[config.mk]
export PLATFORM = sky130hd
export DESIGN_NAME = fscp_status_config
export DESIGN_NICKNAME = d
export VERILOG_FILES = /design/src/design/fscp_status_config.v
export VERILOG_INCLUDE_DIRS = /design/src /design/src/design
export SDC_FILE = /design/constraint.sdc
export NUM_CORES = 1
export LEC_CHECK = 0
export BUFFER_PORTS_ARGS = -buffer_cell sky130_fd_sc_hd__buf_2
export CAP_MARGIN = 20
export CORE_MARGIN = 10
export CORE_UTILIZATION = 60
export CTS_BUF_LIST = sky130_fd_sc_hd__clkbuf_4
export DETAILED_ROUTE_END_ITERATION = 10
export PLACE_DENSITY_LB_ADDON = 0.1
export SYNTH_ARGS = -nofsm -noshare
export SYNTH_HDL_FRONTEND = slang
export SYNTH_SLANG_ARGS = --single-unit
export TNS_END_PERCENT = 20
[constraint.sdc]
create_clock -name mclk -period 2.8 [get_ports mclk]
set_input_delay 0 -clock mclk [delete_from_list [all_inputs] [get_ports mclk]]
set_output_delay 0 -clock mclk [all_outputs]
set_load 0.02 [all_outputs]
[src/design/fscp_consts.vh]
// Constants for the flash status, configuration and protection block.
`ifndef FSCP_CONSTS_VH
`define FSCP_CONSTS_VH

// ----------------------------------------------------------------------------
// Instruction codes
// ----------------------------------------------------------------------------
`define FSCP_OP_WR_ENABLE 8'h06
`define FSCP_OP_WR_DISABLE 8'h04
`define FSCP_OP_WR_STAT1 8'h01
`define FSCP_OP_WR_STAT2 8'h31
`define FSCP_OP_WR_STAT3 8'h11
`define FSCP_OP_RD_STAT1 8'h05
`define FSCP_OP_RD_STAT2 8'h35
`define FSCP_OP_RD_STAT3 8'h15
`define FSCP_OP_SUSPEND 8'h75
`define FSCP_OP_RESUME 8'h7a
`define FSCP_OP_ENTER_QUAD_CMD 8'h38
`define FSCP_OP_EXIT_QUAD_CMD 8'hff

// ----------------------------------------------------------------------------
// Field positions inside status byte one (S7..S0)
// ----------------------------------------------------------------------------
`define FSCP_S1_WEL_BIT 1
`define FSCP_S1_PM_LO_BIT 7

// ----------------------------------------------------------------------------
// Field positions inside status byte two (S15..S8)
// ----------------------------------------------------------------------------
`define FSCP_S2_PM_HI_BIT 0
`define FSCP_S2_QE_BIT 1
`define FSCP_S2_LOCK_LSB 3
`define FSCP_S2_LOCK_MSB 5
`define FSCP_S2_SUS_BIT 7

// ----------------------------------------------------------------------------
// Field positions inside status byte three (S23..S16)
// ----------------------------------------------------------------------------
`define FSCP_S3_DC_LSB 0
`define FSCP_S3_DC_MSB 1
`define FSCP_S3_DRV_LSB 5
`define FSCP_S3_DRV_MSB 6
`define FSCP_S3_PINFN_BIT 7

// ----------------------------------------------------------------------------
// Factory reset values and protect modes
// ----------------------------------------------------------------------------
`define FSCP_PM_SOFTWARE 2'h0
`define FSCP_PM_HARDWARE 2'h1
`define FSCP_PM_LOCKDOWN 2'h2
`define FSCP_PM_OTP 2'h3
`define FSCP_RST_DRV 2'h1
`define FSCP_RST_DC 2'h0
`define FSCP_RST_PINFN 1'h0
`define FSCP_RST_QE 1'h0

// ----------------------------------------------------------------------------
// Dummy clock counts
// ----------------------------------------------------------------------------
`define FSCP_DUMMY_8 4'h8
`define FSCP_DUMMY_4 4'h4
`define FSCP_DUMMY_6 4'h6
`define FSCP_DUMMY_10 4'ha

`endif

[src/design/fscp_status_config.v]
// Status, configuration and protection registers of a serial flash, reached over its SPI/FOUR_LINE_COMMAND_MODE pins.
`timescale 1ns/1ps
`default_nettype none
`include "fscp_consts.vh"
// Function
// - Protect mode 00 ignores the protect pin; write accepted when write latch set.
// - Protect mode 01 with protect pin low rejects every status write.
// - Protect mode 01 with protect pin high accepts writes only with latch set.
// - Protect mode 10 blocks writes until power cycle, which restores mode 00.
// - Protect mode 11 refuses all status writes until power cycle, which restores mode 00.
// - Protect mode bits are readable, writable bits at S8 and S7.
// - Suspend instruction 75h sets the read-only suspend flag at S15.
// - Resume instruction 7Ah and power cycle clear the suspend flag.
// - Three lock bits S13..S11 default 0, set individually, cleared only by power cycle.
// - A set lock bit makes its security register read-only until power cycle.
// - Quad enable at S9; 0 enables protect/pause, 1 makes pins data lines.
// - Enter four-line command mode 38h ignored while quad enable is 0.
// - In four-line command mode quad enable stays 1 despite status writes.
// - Two-bit drive strength: 00 100%, 01 75% default, 10 50%, 11 25%.
// - Pin-function bit: 0 pause input default, 1 active-low reset input.
// - Pause or reset role applies only while quad enable is 0.
// - Dummy select default 00; fast, dual and quad output reads use 8.
// - Dual and quad word reads 4/8/4/8; quad I/O read 6/4/8/10.
// - Reserved bits read zero and writes to them have no effect.
// - Write latch set by 06h, cleared by 04h, status writes and power-up.
module fscp_status_config (
  input wire mclk,
  input wire sys_rst,
  input wire spi_clk,
  input wire spi_cs_n,
  input wire [3:0] dq_in,
  output reg [3:0] dq_out,
  output reg [3:0] dq_oe,
  output reg four_line_command_mode,
  output reg suspend_flag,
  output reg [2:0] sec_reg_read_only,
  output reg [1:0] drive_strength,
  output reg pause_active,
  output reg pin_reset_active,
  output reg [3:0] dummy_fast_read,
  output reg [3:0] dummy_dual_io_read,
  output reg [3:0] dummy_quad_io_read
);

  // --------------------------------------------------------------------------
  // Pin synchronisers
  // --------------------------------------------------------------------------
  reg [5:0] pin_meta_reg;
  reg [5:0] pin_sync_reg;
  reg sclk_prev_reg;
  wire sclk_s = pin_sync_reg[5];
  wire cs_n_s = pin_sync_reg[4];
  wire [3:0] dq_s = pin_sync_reg[3:0];

  // All pins come from the link domain, so each passes two flip-flops first.
  always @(posedge mclk) begin
    if (sys_rst) begin
      pin_meta_reg <= 6'h1c; // Idle pin levels, so no false edge or pause follows reset.
      pin_sync_reg <= 6'h1c;
      sclk_prev_reg <= 1'b0;
    end else begin
      pin_meta_reg <= {spi_clk, spi_cs_n, dq_in};
      pin_sync_reg <= pin_meta_reg;
      sclk_prev_reg <= sclk_s;
    end
  end

  // --------------------------------------------------------------------------
  // Register state
  // --------------------------------------------------------------------------
  reg [1:0] protect_mode_reg;
  reg write_enable_latch_reg;
  reg quad_io_enable_reg;
  reg [2:0] security_lock_reg;
  reg [1:0] wait_cycle_sel_reg;
  reg pin_function_reg;
  reg cs_prev_reg;
  reg [7:0] shift_reg;
  reg [3:0] bit_cnt_reg;
  reg [1:0] byte_idx_reg;
  reg [7:0] opcode_reg;
  reg [7:0] data1_reg;
  reg [7:0] data2_reg;
  reg [7:0] out_shift_reg;
  reg [3:0] out_cnt_reg;
  reg reading_reg;
  reg [7:0] read_value_reg;
  reg adv_pending_reg;

  // Protect pin and shared pin roles exist only while quad enable is 0.
  wire wp_pin_high = quad_io_enable_reg | dq_s[2];
  wire pause_now = ~quad_io_enable_reg & ~pin_function_reg & ~dq_s[3];
  wire hw_reset_now = ~quad_io_enable_reg & pin_function_reg & ~dq_s[3];
  wire sclk_rise = sclk_s & ~sclk_prev_reg;
  wire sclk_fall = ~sclk_s & sclk_prev_reg;
  wire cs_rise = cs_n_s & ~cs_prev_reg;
  wire active = ~cs_n_s & ~pause_now;
  wire [3:0] step = four_line_command_mode ? 4'h4 : 4'h1;
  wire [7:0] shift_next = four_line_command_mode ? {shift_reg[3:0], dq_s} : {shift_reg[6:0], dq_s[0]};
  wire [3:0] bit_cnt_next = bit_cnt_reg + step;
  wire byte_done = active & sclk_rise & (bit_cnt_next == 4'h8);

  // Status byte images; reserved and out-of-scope bits read as zero.
  wire [7:0] stat1_img = {protect_mode_reg[0], 5'h00, write_enable_latch_reg, 1'b0};
  wire [7:0] stat2_img = {suspend_flag, 1'b0, security_lock_reg, 1'b0, quad_io_enable_reg,
                          protect_mode_reg[1]};
  wire [7:0] stat3_img = {pin_function_reg, drive_strength, 3'h0, wait_cycle_sel_reg};

  // Write acceptance depends on protect mode, protect pin and write latch.
  function wr_allowed;
    input [1:0] mode;
    input wp_high;
    input latch;
    begin
      case (mode)
        `FSCP_PM_SOFTWARE: wr_allowed = latch;
        `FSCP_PM_HARDWARE: wr_allowed = latch & wp_high;
        `FSCP_PM_LOCKDOWN: wr_allowed = 1'b0;
        default: wr_allowed = 1'b0;
      endcase
    end
  endfunction

  // Quad I/O fast read dummy count from the dummy select code.
  function [3:0] quad_io_dummy;
    input [1:0] sel;
    begin
      case (sel)
        2'h0: quad_io_dummy = `FSCP_DUMMY_6;
        2'h1: quad_io_dummy = `FSCP_DUMMY_4;
        2'h2: quad_io_dummy = `FSCP_DUMMY_8;
        default: quad_io_dummy = `FSCP_DUMMY_10;
      endcase
    end
  endfunction

  // Image of a status byte selected by its read opcode.
  function [7:0] read_image;
    input [7:0] op;
    input [7:0] s1;
    input [7:0] s2;
    input [7:0] s3;
    begin
      case (op)
        `FSCP_OP_RD_STAT1: read_image = s1;
        `FSCP_OP_RD_STAT2: read_image = s2;
        default: read_image = s3;
      endcase
    end
  endfunction

  wire is_read_op = (shift_next == `FSCP_OP_RD_STAT1) | (shift_next == `FSCP_OP_RD_STAT2) |
                    (shift_next == `FSCP_OP_RD_STAT3);
  wire frame_ok = cs_rise & (bit_cnt_reg == 4'h0);
  wire one_byte = frame_ok & (byte_idx_reg == 2'h1);
  wire is_wr_stat = (opcode_reg == `FSCP_OP_WR_STAT1) | (opcode_reg == `FSCP_OP_WR_STAT2) |
                    (opcode_reg == `FSCP_OP_WR_STAT3);
  wire wr_frame = frame_ok & (byte_idx_reg != 2'h0) & (byte_idx_reg != 2'h1) & is_wr_stat;
  wire wr_ok = wr_frame & wr_allowed(protect_mode_reg, wp_pin_high, write_enable_latch_reg);

  // --------------------------------------------------------------------------
  // Frame receiver: shifts bits or nibbles on the link clock's rising edges
  // --------------------------------------------------------------------------
  // Bytes are collected only while chip select is low and no pause is held.
  always @(posedge mclk) begin
    if (sys_rst | hw_reset_now) begin
      cs_prev_reg <= 1'b1;
      shift_reg <= 8'h00;
      bit_cnt_reg <= 4'h0;
      byte_idx_reg <= 2'h0;
      opcode_reg <= 8'h00;
      data1_reg <= 8'h00;
      data2_reg <= 8'h00;
    end else begin
      cs_prev_reg <= cs_n_s;
      if (cs_n_s) begin
        bit_cnt_reg <= 4'h0;
        if (cs_rise)
          byte_idx_reg <= byte_idx_reg;
        else
          byte_idx_reg <= 2'h0;
      end else if (active & sclk_rise) begin
        shift_reg <= shift_next;
        if (byte_done) begin
          bit_cnt_reg <= 4'h0;
          if (byte_idx_reg != 2'h3)
            byte_idx_reg <= byte_idx_reg + 2'h1;
          if (byte_idx_reg == 2'h0)
            opcode_reg <= shift_next;
          else if (byte_idx_reg == 2'h1)
            data1_reg <= shift_next;
          else if (byte_idx_reg == 2'h2)
            data2_reg <= shift_next;
        end else begin
          bit_cnt_reg <= bit_cnt_next;
        end
      end
    end
  end

  // --------------------------------------------------------------------------
  // Volatile state: write latch, suspend flag, command mode
  // --------------------------------------------------------------------------
  // The reset pin clears write latch and command mode but leaves the suspend flag and stored configuration intact.
  always @(posedge mclk) begin
    if (sys_rst | hw_reset_now) begin
      write_enable_latch_reg <= 1'b0;
      four_line_command_mode <= 1'b0;
      if (sys_rst)
        suspend_flag <= 1'b0;
    end else begin
      if (one_byte & (opcode_reg == `FSCP_OP_WR_ENABLE))
        write_enable_latch_reg <= 1'b1;
      else if ((one_byte & (opcode_reg == `FSCP_OP_WR_DISABLE)) | wr_frame)
        write_enable_latch_reg <= 1'b0;
      if (one_byte & (opcode_reg == `FSCP_OP_SUSPEND))
        suspend_flag <= 1'b1;
      else if (one_byte & (opcode_reg == `FSCP_OP_RESUME))
        suspend_flag <= 1'b0;
      if (one_byte & (opcode_reg == `FSCP_OP_ENTER_QUAD_CMD) & quad_io_enable_reg)
        four_line_command_mode <= 1'b1;
      else if (one_byte & (opcode_reg == `FSCP_OP_EXIT_QUAD_CMD))
        four_line_command_mode <= 1'b0;
    end
  end

  // --------------------------------------------------------------------------
  // Stored configuration, updated only by an accepted status write
  // --------------------------------------------------------------------------
  // Power-up returns every stored field to its factory value, lockdown included.
  always @(posedge mclk) begin
    if (sys_rst) begin
      protect_mode_reg <= `FSCP_PM_SOFTWARE;
      quad_io_enable_reg <= `FSCP_RST_QE;
      security_lock_reg <= 3'h0;
      drive_strength <= `FSCP_RST_DRV;
      wait_cycle_sel_reg <= `FSCP_RST_DC;
      pin_function_reg <= `FSCP_RST_PINFN;
    end else if (wr_ok) begin
      if (opcode_reg == `FSCP_OP_WR_STAT1) begin
        protect_mode_reg[0] <= data1_reg[`FSCP_S1_PM_LO_BIT];
      end
      if (((opcode_reg == `FSCP_OP_WR_STAT1) & (byte_idx_reg == 2'h3)) | (opcode_reg == `FSCP_OP_WR_STAT2)) begin
        // Data byte for status two is the second byte after 01h, else the first.
        protect_mode_reg[1] <= (opcode_reg == `FSCP_OP_WR_STAT1) ? data2_reg[`FSCP_S2_PM_HI_BIT]
                                                                  : data1_reg[`FSCP_S2_PM_HI_BIT];
        quad_io_enable_reg <= four_line_command_mode |
                              ((opcode_reg == `FSCP_OP_WR_STAT1) ? data2_reg[`FSCP_S2_QE_BIT]
                                                                : data1_reg[`FSCP_S2_QE_BIT]);
        security_lock_reg <= security_lock_reg |
                             ((opcode_reg == `FSCP_OP_WR_STAT1) ? data2_reg[`FSCP_S2_LOCK_MSB:`FSCP_S2_LOCK_LSB]
                                                               : data1_reg[`FSCP_S2_LOCK_MSB:`FSCP_S2_LOCK_LSB]);
      end
      if (opcode_reg == `FSCP_OP_WR_STAT3) begin
        wait_cycle_sel_reg <= data1_reg[`FSCP_S3_DC_MSB:`FSCP_S3_DC_LSB];
        drive_strength <= data1_reg[`FSCP_S3_DRV_MSB:`FSCP_S3_DRV_LSB];
        pin_function_reg <= data1_reg[`FSCP_S3_PINFN_BIT];
      end
    end
  end

  // --------------------------------------------------------------------------
  // Status read path: loads on the opcode's last rising edge, shifts after falls
  // --------------------------------------------------------------------------
  // The first falling edge after loading must not shift, or bit seven is lost.
  always @(posedge mclk) begin
    if (sys_rst | hw_reset_now | cs_n_s) begin
      reading_reg <= 1'b0;
      out_shift_reg <= 8'h00;
      out_cnt_reg <= 4'h0;
      read_value_reg <= 8'h00;
      adv_pending_reg <= 1'b0;
    end else if (active & sclk_rise) begin
      if (byte_done & (byte_idx_reg == 2'h0) & is_read_op) begin
        reading_reg <= 1'b1;
        read_value_reg <= read_image(shift_next, stat1_img, stat2_img, stat3_img);
        out_shift_reg <= read_image(shift_next, stat1_img, stat2_img, stat3_img);
        out_cnt_reg <= 4'h0;
        adv_pending_reg <= 1'b0;
      end else if (reading_reg) begin
        adv_pending_reg <= 1'b1;
      end
    end else if (active & sclk_fall & adv_pending_reg) begin
      adv_pending_reg <= 1'b0;
      if (out_cnt_reg + step == 4'h8) begin
        // Repeated reads return a fresh image of the same byte.
        out_cnt_reg <= 4'h0;
        out_shift_reg <= read_image(opcode_reg, stat1_img, stat2_img, stat3_img);
      end else begin
        out_cnt_reg <= out_cnt_reg + step;
        out_shift_reg <= four_line_command_mode ? {out_shift_reg[3:0], 4'h0} : {out_shift_reg[6:0], 1'b0};
      end
    end
  end

  // --------------------------------------------------------------------------
  // Registered outputs: pins, pin roles, locks and dummy counts
  // --------------------------------------------------------------------------
  // Drive data from flops; a held pause floats the lines as the pin role asks.
  always @(posedge mclk) begin
    if (sys_rst) begin
      dq_out <= 4'h0;
      dq_oe <= 4'h0;
      pause_active <= 1'b0;
      pin_reset_active <= 1'b0;
      sec_reg_read_only <= 3'h0;
      dummy_fast_read <= `FSCP_DUMMY_8;
      dummy_dual_io_read <= `FSCP_DUMMY_4;
      dummy_quad_io_read <= `FSCP_DUMMY_6;
    end else begin
      if (reading_reg & active & four_line_command_mode) begin
        dq_out <= out_shift_reg[7:4];
        dq_oe <= 4'hf;
      end else if (reading_reg & active) begin
        dq_out <= {2'h0, out_shift_reg[7], 1'b0};
        dq_oe <= 4'h2;
      end else begin
        dq_out <= 4'h0;
        dq_oe <= 4'h0;
      end
      pause_active <= pause_now & ~cs_n_s;
      pin_reset_active <= hw_reset_now;
      sec_reg_read_only <= security_lock_reg;
      dummy_fast_read <= `FSCP_DUMMY_8;
      dummy_dual_io_read <= wait_cycle_sel_reg[0] ? `FSCP_DUMMY_8 : `FSCP_DUMMY_4;
      dummy_quad_io_read <= quad_io_dummy(wait_cycle_sel_reg);
    end
  end

endmodule // fscp_status_config
`default_nettype wire

# ---- Word level (Yosys, flattened, before mapping)
# Cells that the tools add are included.
dict set report classes {
  n_addsub 3
  eq_ne 28
  n_mux 41
  bitwise 53
  reduce_logical 25
}
# operator n
set op_table {}
lappend op_table {{$mux W8} 6}
lappend op_table {{$and A1 B1 Y1} 32}
lappend op_table {{$eq A8 B3 Y1 const B} 4}
lappend op_table {{$eq A8 B6 Y1 const B} 4}
lappend op_table {{$mux W4} 8}
lappend op_table {{$pmux W8 S2} 2}
lappend op_table {{$eq A8 B5 Y1 const B} 2}
lappend op_table {{$eq A8 B7 Y1 const B} 2}
lappend op_table {{$reduce_and A2 Y1} 8}
lappend op_table {{$mux W1} 14}
lappend op_table {{$mux W2} 7}
lappend op_table {{$reduce_bool A2 Y1} 7}
lappend op_table {{$pmux W4 S3} 1}
lappend op_table {{$not A1 Y1} 10}
lappend op_table {{$or A1 B1 Y1} 10}
lappend op_table {{$add A4 B3 Y4} 2}
lappend op_table {{$eq A4 B4 Y1 const B} 2}
lappend op_table {{$eq A8 B1 Y1 const B} 1}
lappend op_table {{$eq A8 B8 Y1 const B} 1}
lappend op_table {{$reduce_and A4 Y1} 2}
lappend op_table {{$eq A2 B1 Y1 const B} 3}
lappend op_table {{$eq A2 B2 Y1 const B} 3}
lappend op_table {{$logic_not A2 Y1} 3}
lappend op_table {{$mux W3} 2}
lappend op_table {{other kinds (11)} 14}
dict set report word_totals {
  register_bits 98
  out_inout_bits 29
  wordCells 181
}

# ---- Depth between registers and ports, before layout
# Gate-level depths: netlist (run 1).
dict set report depth {
  word_depth 11
  mapped_depth 11
}

# ---- Least setup slack after synthesis (run 1)
# OpenSTA, ideal clock, no wires.
dict set report synth_timing {
  path_kind {register to register}
  start {register four_line_command_mode}
  end {register out_shift_reg[3]}
  setup_ns 0.127
  arrival_time_ns 2.599
  required_time_ns 2.673
  slack_ns 0.074
  path_stages_with_launch 12
  path_buffers 2
  period_less_slack_ns 2.726
  cell_sequence {dfxtp_1 buf_2 inv_1 ha_1 ha_1 xor2_1 nor3_1 nand4_1 o21a_1 clkbuf_1 a221oi_1 nor3_1}
}
dict set report synth_via {
  elab_chain_len 8
}
# element line_no
set synth_rtl {}
lappend synth_rtl {{from (decl)} fscp_status_config.v:34} ;# output reg four_line_command_mode,
lappend synth_rtl {{from (signal assigned)} fscp_status_config.v:208} ;# four_line_command_mode <= 1'b0;
lappend synth_rtl {{from (signal assigned)} fscp_status_config.v:221} ;# four_line_command_mode <= 1'b1;
lappend synth_rtl {{from (signal assigned)} fscp_status_config.v:223} ;# four_line_command_mode <= 1'b0;
lappend synth_rtl {{$mux W3} fscp_status_config.v:98} ;# wire [3:0] step = four_line_command_mode ? 4'h4 : 4'h1;
lappend synth_rtl {{$add A4 B3 Y4} fscp_status_config.v:100} ;# wire [3:0] bit_cnt_next = bit_cnt_reg + step;
lappend synth_rtl {{$eq A4 B4 Y1} fscp_status_config.v:101} ;# wire byte_done = active & sclk_rise & (bit_cnt_next == 4'h8);
lappend synth_rtl {{$and A1 B1 Y1} fscp_status_config.v:101}
lappend synth_rtl {{$and A1 B1 Y1 (2 in series)} fscp_status_config.v:274} ;# if (byte_done & (byte_idx_reg == 2'h0) & is_read_op) begin
lappend synth_rtl {{$ne A2 B1 Y1 (no line)} --}
lappend synth_rtl {{$reduce_and A2 Y1 (no line)} --}
lappend synth_rtl {{to (signal assigned)} fscp_status_config.v:277} ;# out_shift_reg <= read_image(shift_next, stat1_img, stat2_img, stat3_img);
lappend synth_rtl {{to (signal assigned)} fscp_status_config.v:288} ;# out_shift_reg <= read_image(opcode_reg, stat1_img, stat2_img, stat3_img);
lappend synth_rtl {{to (signal assigned)} fscp_status_config.v:291} ;# out_shift_reg <= four_line_command_mode ? {out_shift_reg[3:0], 4'h0} : {out_shift_reg[6:0], 1'b0};
lappend synth_rtl {{to (decl)} fscp_status_config.v:84} ;# reg [7:0] out_shift_reg;
# Parallel ways exist; a longest one is shown, timed or not. The select of a mux whose other input is x is not followed.
# A chain may end at the register's enable or synchronous reset.

# ---- Worst setup path after layout (run 1)
dict set report layout_timing {
  start {register four_line_command_mode}
  end {register data1_reg[4]}
}
dict set report layout_via {
  elab_chain_len 5
}
# element line_no
set layout_rtl {}
lappend layout_rtl {{$mux W3} fscp_status_config.v:98}
lappend layout_rtl {{$add A4 B3 Y4} fscp_status_config.v:100}
lappend layout_rtl {{$eq A4 B4 Y1} fscp_status_config.v:101}
lappend layout_rtl {{$and A1 B1 Y1} fscp_status_config.v:101}
lappend layout_rtl {{$reduce_and A5 Y1 (no line)} --}
lappend layout_rtl {{to (signal assigned)} fscp_status_config.v:191} ;# data1_reg <= shift_next;
lappend layout_rtl {{to (decl)} fscp_status_config.v:82} ;# reg [7:0] data1_reg;
# Parallel ways exist; a longest one is shown, timed or not.

==> reports/metrics.cfg, run 1 <==
[yosys]
synth.area.top_cells=dfxtp_1 (43%), nor2_1 (6.4%), mux2i_1 (6.2%)
synth_ff_type=dfxtp_1
synth-adder-area-share_pct=4.174
synth-seq-area-share_pct=43.65
synth_cells=471
yosysTopAreaCellShare_pct=42.93
yosys.area_share.simple_pct=23.88
synth_async_sr_flop_share_pct=0
synth_top_family_by_area=simple AND/OR/NAND/NOR gates
yosysWarnings=0
synthMuxAreaShare_pct=8.617
synth-xor-area-share_pct=1.461
ys_seq_elements=91
synth_cell_types=63
synthesis.area_mm2=0.004197
syn_avg_cell_area_um2=8.910
synth_enable_flop_cells=1
synth_compound_area_share_pct=12.97
yosysTopAreaCell=dfxtp_1

[critical_path]
critPathMaxFanout=7
critPathRequiredTime_ns=3.15
critPathLaunchType=register
crit_type=reg -> reg
arrival_ns=2.89
cp-end-kind=register

[pwr]
leakage_uw=0.001932
vdd_drop_max_uv=349.0
power_density_mw_per_mm2=448.2

[route]
drc=0
vias_per_cell=5.775
met1_length_um=4557
routed-wl-met2_um=4758
wl_per_cell_um=16.85
dr_wl_met3_um=557
first_pass_iters=5
ant_nets=0
vias=3494
first_iter_violations=318
highest_layer=met4
wirelength_um=10190

[timing]
slew_headroom_pct=58.23
final.min_clock_period_ns=2.543
fin_crit_sh_pct=90.84
tightest_slew_ns=0.6251
setup_viol=0
drv_slew=0
hold_ws_ns=0.2553
layout_setup_ws_ns=0.2566
rsz0062_at_grt=false
hold_viol_final=0
fin_skew_ns=0.01006
fmax_mhz=393.2
setup_tns_ns=0

[global_route]
antenna_found_initial=0
first_global_vias=3296
grt_overflow=0
grt_max_degree=32
grt_usage_pct=18.61
grt_pass1_wl_um=16660

[floorplan]
core_mm2=0.006794
die_height_um=103.6
dieWidth_um=103.6
ios=37
start_util_pct=61.77
design.die.area_mm2=0.01074
num_rows=30

[cells_and_area]
syn2layout_area_growth_pct=10.26
register_area_mm2=0.001832
final_cell_mix=dfxtp_1 (90), nor2_1 (71), nand2_1 (31), a21oi_1 (29), buf_2 (29)
layout-drive-gt1-share_pct=16.31
fin_nets=526
multi_input_area_mm2=0.002176
fillers=571
mostFrequentLayoutCell=dfxtp_1
diodes=0

[cts]
tritoncts=yes
cts_sinks=91
cts_made_buffers=9
post_cts.repair.setup_buffers=0
insertion_delay_ns=0.45
cts.htree.levels=3
root_buffer=clkbuf_4
clk_path_buf_depth=2
clkSlewWorstSetupHoldPaths_ns=0.15

[run_status]
status=finished, final reports clean

[hold_path]
hold_path.class=in -> reg

[placement]
post-dp-hpwl_um=7331
dpl_worst_slack_ns=0.2194
place_congestion=0.9104
portBuffers=29

[flow_run]
maxCapViolations=0

cell families (layout without fill, tap and decap cells):
group,count (synthesis),in the layout
xor gates and xnor gates,7,7
adders and majority gates,14,14
AOI/OAI and AO/OA,80,80
buffers and inverters,45,78
other,2,7
DFF,91,91
and+or+nand+nor,197,197
muxes,35,35
worst paths after layout:
path                               start              end  cells past startpoint  slack (ns)
setup / recovery  four_line_command_mode     data1_reg[4]                      9        0.26
hold / removal                  dq_in[2]  pin_meta_reg[2]                      3        0.26
setup reg to reg  four_line_command_mode     data1_reg[4]                      9        0.26
hold reg to reg          pin_meta_reg[3]  pin_sync_reg[3]                      1        0.43
worst max-delay path, stage by stage, from the launching register on:
cell and delay (ns):
dfxtp_1 0.40, inv_1 0.15, ha_1 0.25, ha_1 0.20, xor2_1 0.18, nor3_2 0.20, and3_1 0.26, nand3_1 0.44
mux2i_1 0.30, nor2_1 0.06
routing by layer:
metal,vias up,GRT usage (%)
met5,-,0
met4,0,9.073
met3,28,3.717
met2,117,29.95
met1,1647,23.13
li1,1702,-
synthesized netlist by cell type (4+ instances only):
library cell and n:
mux2i_1 26, nor2_1 71, dfxtp_1 90, nand3_1 12, and3_1 11, xnor2_1 4
a211oi_1 9, buf_4 9, ha_1 14, inv_1 12, a21oi_1 29, or2_2 7
mux2_2 9, nor2b_1 17, nor3_1 20, o21a_1 4, o21ai_0 4, a221oi_1 4
clkbuf_1 19, nand2_1 31
area by class of cell:
cell class                      count  share of cell area, %
Sequential cell                    91                  39.59
Multi-Input combinational cell    340                  47.03
Timing Repair Buffer               50                  6.977
Clock buffer                        9                  1.460
Inverter                           12                 0.9735
Clock inverter                      7                  1.379
Tap cell                           96                  2.596
where the power goes:
group / internal [uW] / total, uW / switching (uW)
clock network: 198 / 692 / 495
logic: 25.6 / 65.6 / 40.0
registers: 1310 / 1320 / 7.98
stage by stage:
stage	total power [uW]	cells	cell area (um2)	utilization, %
6_report	2074	605	4627	68.10
5_1_grt	2147	605	4627	68.10
4_1_cts	2083	605	4622	68.03
3_5_place_dp	1400	581	4410	64.92
3_3_place_gp	1400	581	4410	64.92
2_1_floorplan	1389	476	4215	-
timing repair:
item                       in CTS  in global routing
hold endpoints to repair       14                  0
resized for setup               0                  1
setup endpoints to repair       0                 10
hold buffers                    8                  0
Note: power is estimated with default switching activity, not from simulation.
==> inputs of run 2 (changes only) <==
Settings changed: CELL_PAD_IN_SITES_DETAIL_PLACEMENT set to 0, CELL_PAD_IN_SITES_GLOBAL_PLACEMENT set to 1, CORE_UTILIZATION 60 to 47.
==> run 2 against run 1 <==
  * Non-clock buffer count is the same
  * Count of clock-buffer cells in the layout is the same
  * Sequential share of layout area shrank 0.28 points
  * Largest cell class unchanged
  * First-iteration DRC count shrank 22%
==> reports/metrics.cfg, run 2 (synthesis results as in run 1) <==
[pwr]
total_power_uw=2151
p_comb_share_pct=3.0
clkPwrFrac_pct=35.8
vdd_drop_max_uv=292.9
sequentialPowerShare_pct=61.2
leakage_uw=0.001952
power_density_mw_per_mm2=461.6
switchingPower_uw=592.5
switching_share_pct=27.55
p_int_uw=1558

[placement]
post-dp-hpwl_um=7867
portBuffers=29
dpl_worst_slack_ns=0.3118
place_area_mm2=0.004441
dp_cells=595
place_congestion=0.8746

[route]
first_iter_violations=247
vias_per_cell=5.530
drc=0
wl_per_cell_um=17.13
vias=3412
first_pass_iters=5
ant_nets=0
wirelength_um=10570

[cells_and_area]
instances_no_fill=617
fin_nets=526
diodes=0
mostFrequentLayoutCell=dfxtp_1
final_area_mm2=0.004659
final_cell_mix=dfxtp_1 (90), nor2_1 (71), nand2_1 (31), a21oi_1 (29), buf_2 (29)
layout-drive-gt1-share_pct=16.90
syn2layout_area_growth_pct=11.03
fillers=849

[global_route]
antenna_found_initial=0
grt_pass1_wl_um=17130
grt_usage_pct=16.38
grt_overflow=0
grt_max_degree=37
first_global_vias=3308

[critical_path]
critPathLaunchType=register
rr_worst_depth=8
crit_chain=buf_4 > buf_4 > nand4b_1 > or4_1 > a22o_1 > o21a_1 > a2111o_1 > a21oi_1
slowest_stage=or4_1
r2r_end=out_shift_reg[7]
crit_path_max_incr_delay_ns=0.49
cp-end-kind=register
critPathRequiredTime_ns=3.18
r2r_slack_ns=0.26
arrival_ns=2.92
critPathMaxFanout=16
r2r_start=four_line_command_mode
cpMostUsedCell=buf_4
crit_type=reg -> reg

[cts]
root_buffer=clkbuf_4
cts_made_buffers=9
clk_path_buf_depth=2
insertion_delay_ns=0.46
clkSlewWorstSetupHoldPaths_ns=0.18
cts.htree.levels=3
cts_sinks=91
post_cts.repair.setup_buffers=0
tritoncts=yes

[timing]
slew_headroom_pct=54.95
setup_viol=0
fin_skew_ns=0.01444
drv_slew=0
hold_viol_final=0
tightest_slew_ns=0.6741
setup_tns_ns=0
fin_crit_sh_pct=90.57
rsz0062_at_grt=false
final.min_clock_period_ns=2.536
layout_setup_ws_ns=0.2642
fmax_mhz=394.3

[floorplan]
ios=37
design.die.area_mm2=0.01311
dieWidth_um=114.5
die_height_um=114.5
core_mm2=0.008721
num_rows=34
start_util_pct=48.12

[hold_path]
hold_path.class=in -> reg
hold_path_end=security_lock_reg[2]
hold_path_depth=2
hp-start=sys_rst

[run_status]
status=finished, final reports clean

[flow_run]
maxCapViolations=0

[run 2: worst max-delay path, delay by kind of cell (launching register included)]
family          cells  cell delay (ns)
compound gates      4             1.07
simple gates        2             0.60
buf+inv             2             0.45
flops               1             0.36
[run 2: worst max-delay path by stage]
stage	end	cells past startpoint	startpoint
floorplan	out_shift_reg[3]	11	four_line_command_mode
finish	out_shift_reg[7]	8	four_line_command_mode
global route	out_shift_reg[1]	9	four_line_command_mode
CTS	out_shift_reg[7]	8	four_line_command_mode
detailed placement	out_shift_reg[7]	8	four_line_command_mode
global placement	out_shift_reg[7]	8	four_line_command_mode
[run 2: final cells by class]
| cell class | instances | area (um2) | share of cell area (%) |
|---|---|---|---|
| clock buffers | 9 | 67.56 | 1.450 |
| clock inverters | 7 | 86.33 | 1.853 |
| inverters | 12 | 45.04 | 0.9667 |
| multi-input cells | 340 | 2176 | 46.70 |
| flip-flops and latches | 91 | 1832 | 39.31 |
| well taps | 108 | 135.1 | 2.900 |
| repair buffers | 50 | 317.8 | 6.821 |
[run 2: through the flow]
step | utilization (%) | hold WS [ns]
global placement | 50.92 | 0.1832
finish | 53.43 | 0.02655
detailed placement | 50.92 | 0.1852
CTS | 53.37 | 0.01099
floorplan | - | 0.1038
global route | 53.43 | 0.03634
[run 2: repair_timing]
item | CTS | global route
resized for setup | 0 | 1
hold endpoints to repair | 6 | 0
endpoints found under the setup margin | 0 | 1
hold buffers | 6 | 0
[run 2: power groups by stage]
| stage | clock [uW] | combinational, uW | sequential [uW] |
|---|---|---|---|
| after floorplan | 0 | 46.9 | 1340 |
| after global placement | 0 | 56.5 | 1340 |
| after detailed placement | 0 | 57.4 | 1340 |
| after CTS | 799 | 63.7 | 1320 |
| after global routing | 841 | 70.6 | 1320 |
| final | 770 | 64.0 | 1320 |
[run 2: routing by layer]
layer	track usage, %	part of all wire, %	up-vias
met5	0	0	-
met4	6.433	2.5	0
met3	4.088	5.3	18
met2	26.46	48	76
met1	20.37	45	1608
li1	-	-	1710
